### src/logic/sisc_defines.vh
// register map, field layout, reset values and widths of the status capture block
`ifndef SISC_DEFINES_VH
`define SISC_DEFINES_VH

// ----
// register indices (byte address is four times the index)
// ----
`define SISC_IDX_STAT1      6'h07
`define SISC_IDX_STAT2      6'h08
`define SISC_IDX_MASK1      6'h09
`define SISC_IDX_MODE1_MSB  6'h0A
`define SISC_IDX_MODE1_LSB  6'h0B
`define SISC_IDX_MASK2      6'h0C
`define SISC_IDX_MODE2_MSB  6'h0D
`define SISC_IDX_MODE2_LSB  6'h0E
`define SISC_IDX_RXERR      6'h11

// ----
// field positions
// ----
`define SISC_S1_RIGHT_OVR   3
`define SISC_S1_CBUF_DE     2
`define SISC_S1_CBUF_EF     1
`define SISC_S1_RX_ERR      0
`define SISC_S2_CONV_OVF    5
`define SISC_S2_CONV_RELOCK 4
`define SISC_S2_UBUF_DE     3
`define SISC_S2_UBUF_EF     2
`define SISC_S2_SUBCODE     1
`define SISC_S2_UFIFO_OVW   0

// ----
// trigger codes, reset values, widths
// ----
`define SISC_TRIG_RISE      2'h0
`define SISC_TRIG_FALL      2'h1
`define SISC_TRIG_LEVEL     2'h2
`define SISC_REG_RESET      8'h00
`define SISC_NFLAG          10
`define SISC_SAMPLE_W       24
`define SISC_ACC_W          26
`define SISC_RESP_OKAY      2'h0
`define SISC_RESP_SLVERR    2'h2

`endif

### src/logic/sisc_flag_cell.v
// one sticky interrupt status flag with trigger mode and mask
module sisc_flag_cell (
    // clock and reset
    input  wire       i_clk,
    input  wire       i_rst_b,
    // control
    input  wire       i_src,
    input  wire [1:0] i_mode,
    input  wire       i_mask,
    input  wire       i_rd_clr,
    // status
    output reg        o_flag
);
`include "sisc_defines.vh"

    reg  src_prev;  // source one cycle ago, for edge modes
    reg  hit;       // trigger seen this cycle

    // ----------
    // trigger detect
    // ----------
    always @* begin
        case (i_mode)
            `SISC_TRIG_RISE:  hit = i_src & ~src_prev;
            `SISC_TRIG_FALL:  hit = ~i_src & src_prev;
            `SISC_TRIG_LEVEL: hit = i_src;
            default:          hit = 1'b0;  // reserved code never fires
        endcase
    end

    // ----------
    // sticky flag: set wins over the read clear
    // ----------
    always @(posedge i_clk or negedge i_rst_b) begin
        if (!i_rst_b) begin
            src_prev <= 1'b0;
            o_flag   <= 1'b0;
        end else begin
            src_prev <= i_src;
            if (!i_mask)
                o_flag <= 1'b0;  // masked flag always reads zero
            else if (hit)
                o_flag <= 1'b1;  // level mode refires, so it survives a read
            else if (i_rd_clr)
                o_flag <= 1'b0;
        end
    end

endmodule // sisc_flag_cell

### src/logic/sisc_sat.v
// saturating narrowing of the right-channel converter result
`include "sisc_defines.vh"

module sisc_sat (
    // wide converter result
    input  wire [`SISC_ACC_W-1:0]    i_acc,
    // clipped result
    output wire [`SISC_SAMPLE_W-1:0] o_sample,
    output wire                      o_over
);

    wire [`SISC_ACC_W-`SISC_SAMPLE_W:0] top;  // sign plus headroom bits

    assign top = i_acc[`SISC_ACC_W-1:`SISC_SAMPLE_W-1];

    // any headroom bit unlike the sign means out of range
    assign o_over = ~((&top) | ~(|top));

    // clip to full scale of the right polarity instead of wrapping
    assign o_sample = !o_over ? i_acc[`SISC_SAMPLE_W-1:0] :
                      i_acc[`SISC_ACC_W-1] ? {1'b1, {(`SISC_SAMPLE_W-1){1'b0}}} :
                      {1'b0, {(`SISC_SAMPLE_W-1){1'b1}}};

endmodule // sisc_sat

### src/logic/sisc_top.v
// interrupt status capture with an AXI4-Lite register slave
//
// How it works
// - right over-range flag from converter range check
// - over-range output clips to full scale
// - C-buffer D to E busy drives flag
// - C-buffer E to F busy drives flag
// - second status register read-only, bits 7:6 zero
// - flag set if condition occurred since read
// - read clears; level mode with source stays
// - masked status bit always reads zero
// - status registers reset to zero
// - mask gates status and pin; resets zero
// - two-bit trigger: rise, fall, level, reserved
`include "sisc_defines.vh"

module sisc_top (
    // clock and reset
    input  wire        i_clk,
    input  wire        i_rst_b,

    // axi4-lite write address
    input  wire        i_awvalid,
    output reg         o_awready,
    input  wire [7:0]  i_awaddr,

    // axi4-lite write data
    input  wire        i_wvalid,
    output reg         o_wready,
    input  wire [31:0] i_wdata,
    input  wire [3:0]  i_wstrb,

    // axi4-lite write response
    output reg         o_bvalid,
    input  wire        i_bready,
    output reg  [1:0]  o_bresp,

    // axi4-lite read address
    input  wire        i_arvalid,
    output reg         o_arready,
    input  wire [7:0]  i_araddr,

    // axi4-lite read data
    output reg         o_rvalid,
    input  wire        i_rready,
    output reg  [31:0] o_rdata,
    output reg  [1:0]  o_rresp,

    // event sources
    input  wire [25:0] i_right_acc,
    input  wire        i_right_vld,
    input  wire        i_cbuf_de_busy,
    input  wire        i_cbuf_ef_busy,
    input  wire        i_rx_err,
    input  wire [7:0]  i_rx_err_cause,
    input  wire        i_conv_overflow,
    input  wire        i_conv_tracking,
    input  wire        i_ubuf_de_busy,
    input  wire        i_ubuf_ef_busy,
    input  wire        i_subcode_ready,
    input  wire        i_ufifo_overwrite,

    // outputs
    output reg  [23:0] o_right_sample,
    output reg         o_int
);

    // -----------------------------------------------------------------
    // software registers
    // -----------------------------------------------------------------
    reg  [7:0]  mask1;      // status 1 enables
    reg  [7:0]  mode1_msb;  // status 1 trigger code, high bit
    reg  [7:0]  mode1_lsb;  // status 1 trigger code, low bit
    reg  [7:0]  mask2;      // status 2 enables, bits 7:6 unused
    reg  [7:0]  mode2_msb;  // status 2 trigger code, high bit
    reg  [7:0]  mode2_lsb;  // status 2 trigger code, low bit

    // -----------------------------------------------------------------
    // write channel state
    // -----------------------------------------------------------------
    reg         aw_full;    // write address held
    reg         w_full;     // write data held
    reg  [5:0]  wr_idx;     // held word index
    reg  [7:0]  wr_byte;    // held low data byte
    reg         wr_en0;     // held strobe of byte lane 0
    wire        aw_take;    // address handshake this edge
    wire        w_take;     // data handshake this edge
    wire        wr_do;      // perform the held write
    wire        next_aw_full;
    wire        next_w_full;
    wire        next_bvalid;
    // all next_ terms are combinational
    reg         wr_hit;     // held index is mapped

    // -----------------------------------------------------------------
    // read channel state
    // -----------------------------------------------------------------
    wire        ar_take;    // read address handshake this edge
    wire        next_rvalid;
    wire [5:0]  rd_idx;     // requested word index
    reg  [7:0]  rd_val;     // mapped read value
    reg         rd_hit;     // requested index is mapped

    // -----------------------------------------------------------------
    // flag wiring
    // -----------------------------------------------------------------
    wire [`SISC_NFLAG-1:0] src;     // condition per flag
    wire [`SISC_NFLAG-1:0] f_mask;  // enable per flag
    wire [`SISC_NFLAG-1:0] f_msb;   // trigger code high bit per flag
    wire [`SISC_NFLAG-1:0] f_lsb;   // trigger code low bit per flag
    wire [`SISC_NFLAG-1:0] f_clr;   // read clear per flag
    wire [`SISC_NFLAG-1:0] flag;    // sticky status per flag
    wire [7:0]  stat1;              // first status register view
    wire [7:0]  stat2;              // second status register view
    wire        clr1;               // read of status 1 taken
    wire        clr2;               // read of status 2 taken
    wire [`SISC_SAMPLE_W-1:0] sat_sample;
    wire        sat_over;           // right result beyond range

    // -----------------------------------------------------------------
    // right channel range check and clip
    // -----------------------------------------------------------------
    sisc_sat u_sat (
        .i_acc    (i_right_acc),
        .o_sample (sat_sample),
        .o_over   (sat_over)
    );

    // clipped sample held for the output port
    always @(posedge i_clk or negedge i_rst_b) begin
        if (!i_rst_b)
            o_right_sample <= {`SISC_SAMPLE_W{1'b0}};
        else if (i_right_vld)
            o_right_sample <= sat_sample;
    end

    // ----------
    // flag sources, low four from status 1, upper six from status 2
    // ----------
    assign src[`SISC_S1_RIGHT_OVR] = i_right_vld & sat_over;
    assign src[`SISC_S1_CBUF_DE]   = i_cbuf_de_busy;
    assign src[`SISC_S1_CBUF_EF]   = i_cbuf_ef_busy;
    assign src[`SISC_S1_RX_ERR]    = i_rx_err;

    // status 2 sources
    assign src[4+`SISC_S2_CONV_OVF]    = i_conv_overflow;
    assign src[4+`SISC_S2_CONV_RELOCK] = i_conv_tracking;
    assign src[4+`SISC_S2_UBUF_DE]     = i_ubuf_de_busy;
    assign src[4+`SISC_S2_UBUF_EF]     = i_ubuf_ef_busy;

    // subcode flag only announces; the host must drain in time
    assign src[4+`SISC_S2_SUBCODE]     = i_subcode_ready;
    assign src[4+`SISC_S2_UFIFO_OVW]   = i_ufifo_overwrite;

    // per-flag control gathered from the byte registers
    assign f_mask = {mask2[5:0], mask1[3:0]};
    assign f_msb  = {mode2_msb[5:0], mode1_msb[3:0]};
    assign f_lsb  = {mode2_lsb[5:0], mode1_lsb[3:0]};
    assign f_clr  = {{6{clr2}}, {4{clr1}}};

    // ----------
    // one sticky cell per flag
    // ----------
    genvar gi;
    generate
        for (gi = 0; gi < `SISC_NFLAG; gi = gi + 1) begin : g_flag
            sisc_flag_cell u_cell (
                .i_clk    (i_clk),
                .i_rst_b  (i_rst_b),
                .i_src    (src[gi]),
                .i_mode   ({f_msb[gi], f_lsb[gi]}),
                .i_mask   (f_mask[gi]),
                .i_rd_clr (f_clr[gi]),
                .o_flag   (flag[gi])
            );
        end
    endgenerate

    // status views; unimplemented and reserved bits read zero
    assign stat1 = {4'h0, flag[3:0]};
    assign stat2 = {2'h0, flag[9:4]};

    // ----------
    // interrupt pin, registered so the port comes from a flop
    // ----------
    // pin level follows the masked flags only
    // flags are already masked, so any set flag raises the pin;
    // this costs one cycle of latency after a flag sets
    always @(posedge i_clk or negedge i_rst_b) begin
        if (!i_rst_b)
            o_int <= 1'b0;
        else
            o_int <= |flag;
    end

    // -----------------------------------------------------------------
    // write channel handshakes
    // -----------------------------------------------------------------
    assign aw_take      = i_awvalid & o_awready;
    assign w_take       = i_wvalid & o_wready;
    assign wr_do        = aw_full & w_full & ~o_bvalid;
    assign next_aw_full = (aw_full | aw_take) & ~wr_do;
    assign next_w_full  = (w_full | w_take) & ~wr_do;
    assign next_bvalid  = wr_do | (o_bvalid & ~i_bready);

    // address and data latch independently, in either order
    always @(posedge i_clk or negedge i_rst_b) begin
        if (!i_rst_b) begin
            aw_full   <= 1'b0;
            w_full    <= 1'b0;
            o_awready <= 1'b0;
            o_wready  <= 1'b0;
            o_bvalid  <= 1'b0;
            o_bresp   <= `SISC_RESP_OKAY;
            wr_idx    <= 6'h00;
            wr_byte   <= 8'h00;
            wr_en0    <= 1'b0;
        end else begin
            aw_full   <= next_aw_full;
            w_full    <= next_w_full;
            // ready stays low while a response is pending
            o_awready <= ~next_aw_full & ~next_bvalid;
            o_wready  <= ~next_w_full & ~next_bvalid;
            o_bvalid  <= next_bvalid;
            if (aw_take)
                wr_idx <= i_awaddr[7:2];
            if (w_take) begin
                wr_byte <= i_wdata[7:0];
                wr_en0  <= i_wstrb[0];
            end
            if (wr_do)
                o_bresp <= wr_hit ? `SISC_RESP_OKAY : `SISC_RESP_SLVERR;
        end
    end

    // unknown indices answer with an error
    // mapped write targets; status registers accept and ignore writes
    always @* begin
        case (wr_idx)
            `SISC_IDX_STAT1,
            `SISC_IDX_STAT2,
            `SISC_IDX_MASK1,
            `SISC_IDX_MODE1_MSB,
            `SISC_IDX_MODE1_LSB,
            `SISC_IDX_MASK2,
            `SISC_IDX_MODE2_MSB,
            `SISC_IDX_MODE2_LSB,
            `SISC_IDX_RXERR:    wr_hit = 1'b1;
            default:            wr_hit = 1'b0;
        endcase
    end

    // -----------------------------------------------------------------
    // control register update
    // -----------------------------------------------------------------
    always @(posedge i_clk or negedge i_rst_b) begin
        if (!i_rst_b) begin
            mask1     <= `SISC_REG_RESET;
            mode1_msb <= `SISC_REG_RESET;
            mode1_lsb <= `SISC_REG_RESET;
            mask2     <= `SISC_REG_RESET;
            mode2_msb <= `SISC_REG_RESET;
            mode2_lsb <= `SISC_REG_RESET;
        // only byte lane 0 carries register data
        end else if (wr_do && wr_en0) begin
            case (wr_idx)
                `SISC_IDX_MASK1:     mask1     <= wr_byte;
                `SISC_IDX_MODE1_MSB: mode1_msb <= wr_byte;
                `SISC_IDX_MODE1_LSB: mode1_lsb <= wr_byte;
                // top two bits of the second set are fixed at zero
                `SISC_IDX_MASK2:     mask2     <= {2'h0, wr_byte[5:0]};
                `SISC_IDX_MODE2_MSB: mode2_msb <= {2'h0, wr_byte[5:0]};
                `SISC_IDX_MODE2_LSB: mode2_lsb <= {2'h0, wr_byte[5:0]};
                default:             mask1     <= mask1;
            endcase
        end
    end

    // ----------
    // read channel
    // ----------
    assign ar_take     = i_arvalid & o_arready;
    assign next_rvalid = ar_take | (o_rvalid & ~i_rready);
    assign rd_idx      = i_araddr[7:2];

    // a taken read of a status word clears it at the same edge,
    // while the old contents are latched into the read data
    assign clr1 = ar_take & (rd_idx == `SISC_IDX_STAT1);
    assign clr2 = ar_take & (rd_idx == `SISC_IDX_STAT2);

    // flags are already masked, so
    // software never masks them again
    // read mux
    always @* begin
        rd_hit = 1'b1;
        case (rd_idx)
            `SISC_IDX_STAT1:     rd_val = stat1;
            `SISC_IDX_STAT2:     rd_val = stat2;
            `SISC_IDX_MASK1:     rd_val = mask1;
            `SISC_IDX_MODE1_MSB: rd_val = mode1_msb;
            `SISC_IDX_MODE1_LSB: rd_val = mode1_lsb;
            `SISC_IDX_MASK2:     rd_val = mask2;
            `SISC_IDX_MODE2_MSB: rd_val = mode2_msb;
            `SISC_IDX_MODE2_LSB: rd_val = mode2_lsb;
            `SISC_IDX_RXERR:     rd_val = i_rx_err_cause;
            default: begin
                rd_val = 8'h00;  // unmapped reads zero with an error
                rd_hit = 1'b0;
            end
        endcase
    end

    // arready low while an answer waits
    // read response register
    always @(posedge i_clk or negedge i_rst_b) begin
        if (!i_rst_b) begin
            o_arready <= 1'b0;
            o_rvalid  <= 1'b0;
            o_rdata   <= 32'h00000000;
            o_rresp   <= `SISC_RESP_OKAY;
        end else begin
            o_rvalid  <= next_rvalid;
            o_arready <= ~next_rvalid;
            if (ar_take) begin
                o_rdata <= {24'h000000, rd_val};
                o_rresp <= rd_hit ? `SISC_RESP_OKAY : `SISC_RESP_SLVERR;
            end
        end
    end

endmodule // sisc_top

### config.mk
export PLATFORM = sky130hd
export DESIGN_NAME = sisc_top
export DESIGN_NICKNAME = d
export VERILOG_FILES = /design/src/logic/sisc_flag_cell.v /design/src/logic/sisc_sat.v /design/src/logic/sisc_top.v
export VERILOG_INCLUDE_DIRS = /design/src /design/src/logic
export SDC_FILE = /design/constraint.sdc
export NUM_CORES = 1
export LEC_CHECK = 0
export BUFFER_PORTS_ARGS = -buffer_cell sky130_fd_sc_hd__buf_2
export CAP_MARGIN = 20
export CELL_PAD_IN_SITES_DETAIL_PLACEMENT = 0
export CELL_PAD_IN_SITES_GLOBAL_PLACEMENT = 1
export CORE_AREA = 3 3 136 138
export DETAILED_ROUTE_END_ITERATION = 8
export DIE_AREA = 0 0 139 141
export GPL_ROUTABILITY_DRIVEN = 0
export HOLD_SLACK_MARGIN = 0.08
export MAX_ROUTING_LAYER = met4
export PLACE_DENSITY_LB_ADDON = 0.2
export SYNTH_ARGS = -nofsm -noshare
export SYNTH_HDL_FRONTEND = slang
export SYNTH_HIERARCHICAL = 1
export SYNTH_SLANG_ARGS = --single-unit
### constraint.sdc
create_clock -name i_clk -period 2 [get_ports i_clk]
set_clock_uncertainty 0.2 [all_clocks]
set_input_delay 0.4 -clock i_clk [delete_from_list [all_inputs] [get_ports i_clk]]
set_output_delay 0.4 -clock i_clk [all_outputs]
set_load 0.01 [all_outputs]
## Word level (Yosys, flattened, before mapping)

Memory sizes are Yosys's and may differ from the RTL's.
Index checks and enable logic that the tools add are counted.

| cells by class | value |
|---|---|
| eq/ne operators | 45 |
| mux-type cells | 39 |
| bitwise operators | 69 |
| reduce and logical (&&, ||, !) cells | 21 |

Operator list:

| kind | number |
|---|---|
| $eq 6x4->1 const B | 13 |
| $pmux 8 s9 | 1 |
| $mux 24 | 2 |
| $and 1x1->1 | 34 |
| $ne 3x1->1 const B | 10 |
| $not 1->1 | 30 |
| $pmux 1 s3 | 10 |
| $mux 1 | 24 |
| $eq 2x1->1 const B | 10 |
| $eq 2x2->1 const B | 10 |
| $logic_not 2->1 | 10 |
| $reduce_and 2->1 | 6 |
| $reduce_or 10->1 | 1 |
| $reduce_or 9->1 | 1 |
| $eq 6x3->1 const B | 1 |
| $eq 6x5->1 const B | 1 |
| $or 1x1->1 | 5 |
| $mux 2 | 2 |
| $reduce_and 3->1 | 1 |
| $reduce_or 3->1 | 1 |
| $logic_and 1x1->1 | 1 |

| word-level totals | value |
|---|---|
| flip-flop bits (word level) | 121 |
| bits in read-only memories | 32 |
| bits of input ports | 103 |
| output and inout port bits | 66 |
| logic and storage cells | 216 |
| memories | 1 |

Memories:

| name | words | bits a word | read ports | clocked after memory_dff | wr ports | line | text |
|---|---|---|---|---|---|---|---|
| (no name shown) | 32 | 1 | 1 | 0 | 0 | sisc_top.v:239 | `case (wr_idx)` |

## Depth between registers and ports, before layout

Gate-level depths: netlist of run 1.

| depth | value |
|---|---|
| word-level depth | 10 |
| mapped depth | 7 |
| depth with buffers taken out | 5 |

## By module

Netlist of run 1, hierarchy kept.

Modules (own cells, without submodules):

| module | instances | cells each | area an instance (µm²) | seq. area each (µm²) |
|---|---|---|---|---|
| sisc_top | 1 | 360 | 4614.4 | 2477.4 |
| sisc_flag_cell | 10 | 7 | 95.1 | 50.0 |
| sisc_sat | 1 | 86 | 528.0 | 0.0 |

## Least setup slack after synthesis of run 1

No wires, ideal clock.

| timing path | value |
|---|---|
| path type | input port to flip-flop |
| start point | input i_araddr[5] |
| end point | register g_flag[4].u_cell.o_flag |
| setup time | 124 ps |
| arrival time | 2014 ps |
| required time | 1676 ps |
| setup slack | -338 ps |
| stages | 6 |
| buffers on the path | 2 |
| cell sequence | buf_4 > or4b_4 > buf_6 > nor4_1 > nor2b_1 > o31a_1 |

| between the ends | value |
|---|---|
| word-level cells in the longest chain between the ends | 3 |

Ends and longest elaborated chain:

| element | line | text |
|---|---|---|
| from (decl) | sisc_top.v:41 | `input wire [7:0] i_araddr,` |
| $eq 6x4->1 | n/a |  |
| $and 1x1->1 | sisc_top.v:289 | `` assign clr2 = ar_take & (rd_idx == `SISC_IDX_STAT2); `` |
| via clr2 | sisc_top.v:116 | `wire clr2;` |
| $ne 3x1->1 (no line) | n/a |  |
| to (signal assigned) | sisc_flag_cell.v:41 | `o_flag <= 1'b0;` |
| to (signal assigned) | sisc_flag_cell.v:43 | `o_flag <= 1'b1;` |
| to (signal assigned) | sisc_flag_cell.v:45 | `o_flag <= 1'b0;` |
| to (decl) | sisc_flag_cell.v:12 | `output reg o_flag` |

The timed path passes the listed nets, and every way through them passes these cells.
A chain may end at the register's enable or synchronous reset.

## Worst setup path after layout of run 1

| timing path | value |
|---|---|
| start point | register wr_idx[4] |
| end point | register mode1_lsb[4] |

| between the ends | value |
|---|---|
| word-level cells in the longest chain between the ends | 2 |

Ends and longest elaborated chain:

| element | line | text |
|---|---|---|
| from (decl) | sisc_top.v:83 | `reg [5:0] wr_idx;` |
| from (signal assigned) | sisc_top.v:226 | `wr_idx <= i_awaddr[7:2];` |
| $eq 6x4->1 | sisc_top.v:266 | `case (wr_idx)` |
| $reduce_and 2->1 (no line) | n/a |  |
| to (signal assigned) | sisc_top.v:260 | `` mode1_lsb <= `SISC_REG_RESET; `` |
| to (signal assigned) | sisc_top.v:269 | `` `SISC_IDX_MODE1_LSB: mode1_lsb <= wr_byte; `` |
| to (decl) | sisc_top.v:73 | `reg [7:0] mode1_lsb;` |

Every way passes these cells.

==> results of run 1 <==
layer usage:
metal	vias up	wire [µm]
met5	-	0
met4	0	108
met3	7	1140
met2	145	7140
met1	2271	7250
li1	2202	-
critical path, stage by stage, from the launching register on:
cell	delay, ns
dfrtp_1	0.37
or3b_4	0.42
nor4_4	0.16
and3_4	0.23
buf_12	0.13
mux2_2	0.34
kinds of logic (layout without fill, tap and decap cells):
kind of cell	count (synthesis)	after routing
AOI/OAI and AO/OA	102	102
muxes	97	97
DFF	119	119
other	1	26
and+or+nand+nor	135	135
buffers and inverters	62	228
metrics by stage:
step           TNS, ns  util (%)  hold WS [ns]  total power [mW]
6_report             0      46.1         0.110              8.07
5_1_grt        -0.0435      46.1         0.129              8.57
4_1_cts              0      46.1         0.102              8.18
3_5_place_dp     -2.15      41.1         0.136              5.10
3_3_place_gp     -2.03      41.1         0.139              5.03
2_1_floorplan  -0.0338         -       -0.0956              4.45
state kept, by name, summed over array words and instances (netlist names), 8 cells and up:
| signal | count |
|---|---|
| o_rdata | 8 |
| mode1_msb | 8 |
| mode1_lsb | 8 |
| mask1 | 8 |
| wr_byte | 8 |
| g_flag.u_cell/src_prev | 10 |
| o_right_sample | 24 |
| g_flag.u_cell/o_flag | 10 |
layout by cell type (no fill, tap or decap), types with 11 or more instances in the layout:
master,netlist,final
dfrtp_1,119,119
nor2b_1,13,13
clkbuf_16,0,17
mux2i_1,14,14
nand2_1,18,18
a21boi_1,23,23
conb_1,1,26
o22ai_1,24,24
mux2_2,82,81
dlygate4sd3_1,0,28
nor2_1,32,31
and3b_1,11,11
buf_2,7,110
buf_4,30,48
final cells by class:
type / instances / area (µm²) / share of cell area [%]
Clock buffer: 26 / 509 / 6.38
Clock inverter: 3 / 65.1 / 0.815
Inverter: 9 / 33.8 / 0.423
Multi-Input combinational cell: 360 / 2840 / 35.6
Sequential cell: 119 / 2980 / 37.3
Tap cell: 225 / 282 / 3.53
Timing Repair Buffer: 190 / 1270 / 15.9
worst max-delay path by stage:
stage / from / to / slack, ns / depth (start not counted)
after global placement: i_araddr[4] / g_flag[8].u_cell/o_flag / -0.19 / 6
after global routing: wr_idx[4] / mode1_lsb[7] / -0.01 / 5
after CTS: wr_idx[4] / mode1_lsb[3] / 0.01 / 5
final: wr_idx[4] / mode1_lsb[4] / 0.03 / 5
after detailed placement: i_araddr[4] / g_flag[9].u_cell/o_flag / -0.19 / 6
after floorplan: i_araddr[5] / g_flag[4].u_cell/o_flag / -0.006 / 6
power by group:
group          switching, mW  leakage (nW)  total, mW  internal [mW]
sequential             0.494          1.52       3.44           2.95
combinational          0.742          1.99       1.67          0.928
clock                  0.986         0.282       2.96           1.98
total                   2.22          3.79       8.07           5.85
what timing repair did:
item / CTS / global route
pin swaps: 1 / 1
gates resized for setup: 2 / 3
hold endpoints to repair: 129 / 0
hold buffers: 28 / 0
setup endpoints to repair: 8 / 11
==> results_dict.tcl, run 1 <==
set metrics [dict create \
    avgRoutedWirePerCell_um 16.8 \
    clock-root-buffer "clkbuf_16" \
    drive_gt1_share_pct 41.9 \
    status "finished clean" \
    drt_iter0_markers 212 \
    vias 4625 \
    drtAntennaViolNets 0 \
    post-route-period-util_pct 98.3 \
    synth_seq_cells 119 \
    async_flop_share_pct 100 \
    fillerInstances 1645 \
    worst_setup_path_start_kind "register" \
    yosys-top-cells-count "119 x dfrtp_1, 82 x mux2_2, 32 x nor2_1" \
    synth_seq_area_share_pct 48.9 \
    placed_cells 875 \
    drc 0 \
    min_path_cells 3 \
    crit_required_ns 2.09 \
    final_cells 932 \
    reg2reg_slack_ns 0.03 \
    h-tree-depth 4 \
    place_hpwl_um 11300 \
    irDropWorstVdd_mv 0.670 \
    grt_pass1_wl_um 25800 \
    synth_top_family_by_area "multiplexers" \
    timing.rr.start "wr_idx[4]" \
    synth_edf_count 0 \
    power.leakage_nw 3.79 \
    synth-simple-area-share_pct 14.4 \
    synth.area.mux_share_pct 17.6 \
    use_met3_pct 5.19 \
    grt_use_met2_pct 25.5 \
    setup_violations 0 \
    worst_slack_ns 0.0344 \
    core-area_mm2 0.0173 \
    synth_xor_area_share_pct 0 \
    synth_compound_area_share_pct 12.4 \
    dieArea_mm2 0.0196 \
    synth_top_area_share_pct 48.9 \
    path_class "register to register" \
    cts_setup_buffers 0 \
    clk_latency_ns 0.40 \
    start_util_pct 35.2 \
    synthesis.instances 516 \
    cts.path.max_buffers 2 \
    area_delta_synth_final_pct 30.9 \
    period_needed_ns 1.97 \
    worst_pin_slew_ns 0.543 \
    max_cap_violations 0 \
    design_area_mm2 0.00798 \
    slew_viol_final 0 \
    hold_end "o_rdata[6]" \
    antenna_found_initial 0 \
    r2r-end "mode1_lsb[4]" \
    crit_fanout 8 \
    antennaDiodeCount 0 \
    netlist_area_mm2 0.00609 \
    cts-buffers-inserted 17 \
    power.density_mw_per_mm2 1010 \
    busiest_layer "met2" \
    fp-row-count 48 \
    globalRouteTotalUtil_pct 17.0 \
    relSlewSlack_pct 62.9 \
    drtPass1Iterations 4 \
    synthTopCellsByArea "dfrtp_1 49%, mux2_2 15%, buf_4 3.7%, a21boi_1 2.8%, o22ai_1 2.5%" \
    yosysWarningCount 6 \
    yosysTopAreaCell "dfrtp_1" \
    grt_use_met1_pct 22.7 \
    vias_per_cell 4.96 \
    rsz0062_at_grt "true" \
    cts.sink_count 119 \
    rr_worst_depth 5 \
    io_pins 169 \
    port_buffers 111 \
    synthFlopType "dfrtp_1" \
    grt_max_degree 41 \
    synth_fa_ha_area_share_pct 0 \
    yosysMostFrequentCell "dfrtp_1" \
    synth_area_per_cell_um2 11.8 \
    grt.overflow.total 0 \
    hold_viol 0 \
    wl_um 15600 \
    crit_arrival_ns 2.05 \
    grt_pass1_vias 4790 \
    die_x_um 139 \
    min_path_type "primary input to register" \
    hp-start "i_rx_err_cause[6]" \
    post-place-ws_ns -0.186 \
    end_kind "register" \
    clk_pin_slew_ns 0.05 \
    place_area_mm2 0.00710 \
    die-height_um 141 \
    yosys.cell_types.count 53 \
    cts_tree "done" \
    nets 800 \
    fmax_ghz 0.509 \
]
No activity file was read; power rests on OpenSTA's default activity.
==> run 2: changes to the inputs <==
Settings changed: ABC_AREA set to 1, CORE_AREA 3 3 136 138 to 3 3 117 164, DIE_AREA 0 0 139 141 to 0 0 120 167.
==> run 2 against run 1 <==
Setup slack gained 0.25 ns. Die area grew 2.3%. Flip-flop and latch count is the same. Combinational power shrank 6%. Sequential share of layout area grew 0.57 points. Global-route usage is essentially flat. Clock power grew 14%. Routed wire length shrank 0.92%. Critical endpoint is now o_right_sample[17].
==> results_dict.tcl, run 2 <==
set metrics [dict create \
    status "finished clean" \
    async_flop_share_pct 100 \
    reg2reg_slack_ns 0.35 \
    globalRouteTotalUtil_pct 17.0 \
    crit_path_frequent_cell "nand2_1" \
    cts_setup_buffers 0 \
    fmax_ghz 0.584 \
    synth_top_area_share_pct 49.3 \
    synth_fa_ha_area_share_pct 0 \
    path_class "primary input to register" \
    drive_gt1_share_pct 21.9 \
    nets 1039 \
    setup_violations 0 \
    port_buffers 111 \
    hold_end "o_right_sample[6]" \
    place_area_mm2 0.00691 \
    grt_pass1_vias 5319 \
    irDropWorstVdd_mv 0.562 \
    die_x_um 120 \
    final_common_cell "nand2_1" \
    grt_use_met2_pct 27.9 \
    yosys.cell_types.count 29 \
    path_cells "dlygate4sd3_1 > buf_2 > nand2_2 > nand2_1 > nand2_1 > mux2_2" \
    final_cell_mix "241 x nand2_1, 119 x dfrtp_1, 114 x inv_1, 110 x buf_2, 76 x nor2_1" \
    fillerInstances 1902 \
    avgRoutedWirePerCell_um 13.0 \
    netlist_area_mm2 0.00604 \
    vias_per_cell 4.29 \
    busiest_layer "met2" \
    area_delta_synth_final_pct 30.1 \
    h-tree-depth 4 \
    power.leakage_nw 4.16 \
    min_path_type "primary input to register" \
    place_hpwl_um 11700 \
    drt_iter0_markers 260 \
    dieArea_mm2 0.0200 \
    synthFlopType "dfrtp_1" \
    period_needed_ns 1.71 \
    max_cap_violations 0 \
    drtPass1Iterations 4 \
    cp_top_family "buffers and inverters" \
    clk_pin_slew_ns 0.06 \
    cts.path.max_buffers 2 \
    cts.sink_count 119 \
    start_util_pct 33.7 \
    synth.area.mux_share_pct 4.47 \
    power.density_mw_per_mm2 1050 \
    post_cts_resize_count 0 \
    clock-root-buffer "clkbuf_16" \
    crit_fanout 23 \
    timing.rr.start "o_bvalid" \
    crit_required_ns 2.09 \
    cts_tree "done" \
    yosysTopAreaCell "dfrtp_1" \
    top_register "o_right_sample" \
    yosysWarningCount 6 \
    tns_ns 0 \
    cp_slowest_cell "dlygate4sd3_1" \
    slew_viol_final 0 \
    synth_seq_area_share_pct 49.3 \
    synth_edf_count 0 \
    yosys-top-cells-count "241 x nand2_1, 119 x dfrtp_1, 114 x inv_1" \
    design_area_mm2 0.00786 \
    reg.largest.list "o_right_sample: 24 flops, g_flag.u_cell/o_flag: 10 flops, g_flag.u_cell/src_prev: 10 flops" \
    core-area_mm2 0.0179 \
    grt_pass1_wl_um 26200 \
    synth_top_family_by_area "simple AND/OR/NAND/NOR gates" \
    max_stage_delay_ns 0.52 \
    critPathBufInv 2 \
    grt.overflow.total 0 \
    synth_seq_cells 119 \
    die-height_um 167 \
    antenna_found_initial 0 \
    rsz0062_at_grt "false" \
    synth_compound_area_share_pct 5.59 \
    io_pins 169 \
    worst_pin_slew_ns 0.680 \
    fp-row-count 58 \
    drtAntennaViolNets 0 \
    end_kind "register" \
    grt_max_degree 44 \
    rr_worst_depth 7 \
    use_met3_pct 3.46 \
    post-route-period-util_pct 85.6 \
    synth-simple-area-share_pct 27.8 \
    min_path_cells 4 \
    synth_area_per_cell_um2 7.84 \
    worst_setup_path_start_kind "primary input" \
    hold_viol 0 \
    synthTopCellsByArea "dfrtp_1 49%, nand2_1 15%, inv_1 7.1%, nor2_1 4.7%, nand3_1 4.5%" \
    cts-buffers-inserted 17 \
    grt_use_met1_pct 20.7 \
    clk_latency_ns 0.42 \
    yosysMostFrequentCell "nand2_1" \
    drc 0 \
    relSlewSlack_pct 54.5 \
    antennaDiodeCount 0 \
    hp-start "i_right_acc[6]" \
    r2r-end "mode1_lsb[4]" \
    synthesis.instances 770 \
    largest_reg_flops 24 \
    crit_arrival_ns 1.81 \
    vias 5096 \
    synth_xor_area_share_pct 0.145 \
    wl_um 15500 \
]
-- run 2: where the power goes --
| group | switching [mW] | leakage, nW | internal (mW) |
|---|---|---|---|
| combinational | 0.945 | 2.31 | 0.626 |
| clock | 1.08 | 0.321 | 2.30 |
| sequential | 0.397 | 1.53 | 2.91 |
-- run 2: final cells by class --
| cell class | instances | area, µm² | share of cell area [%] |
|---|---|---|---|
| clock buffer | 23 | 478 | 6.08 |
| clock inverter | 9 | 170 | 2.17 |
| inverter | 118 | 443 | 5.64 |
| multi-input combinational | 512 | 2390 | 30.4 |
| sequential | 119 | 2980 | 37.9 |
| tap | 240 | 300 | 3.82 |
| timing repair buffer | 168 | 1100 | 14.0 |
-- run 2: worst max-delay path by stage --
stage	startpoint	end	slack, ns	cells after the start
3_5_place_dp	i_araddr[6]	o_rdata[2]	0.07	9
6_report	i_right_acc[25]	o_right_sample[17]	0.29	6
5_1_grt	o_bvalid	mode1_lsb[4]	0.15	7
4_1_cts	i_right_acc[25]	o_right_sample[1]	0.30	6
2_1_floorplan	i_araddr[2]	g_flag[9].u_cell/o_flag	0.33	8
3_3_place_gp	i_araddr[7]	o_rdata[2]	0.08	8
-- run 2: metal layers --
metal | vias to the layer above | part of all wire [%]
li1 | 2661 | -
met1 | 2288 | 45
met2 | 127 | 49
met3 | 20 | 3.9
met4 | 0 | 1.8
met5 | - | 0
-- run 2: cells by family after synthesis --
family                    count (synthesis)
DFF                                     119
buffers and inverters                   164
xor gates and xnor gates                  1
muxes                                    24
and+or+nand+nor                         396
AOI/OAI and AO/OA                        65
other                                     1
-- run 2: worst min-delay path, cell delays in order --
cell and delay, ns:
buf_2 0.07, nand2_1 0.04, nand2_1 0.04, mux2_2 0.13
-- run 2: metrics by stage --
stage,cells,util [%],hold slack (ns),worst slack [ns],power (mW)
finish,1189,43.8,0.0994,0.288,8.26
global route,1189,43.8,0.113,0.149,8.78
CTS,1189,43.8,0.0821,0.299,8.37
detailed placement,1127,38.6,0.133,0.0725,4.87
global placement,1127,38.6,0.138,0.0762,4.86
floorplan,795,-,-0.0956,0.333,4.29
-- run 2: timing repair --
action / in CTS / in global routing
hold buffers: 30 / 0
setup endpoints to repair: 0 / 0
hold endpoints to repair: 147 / 0
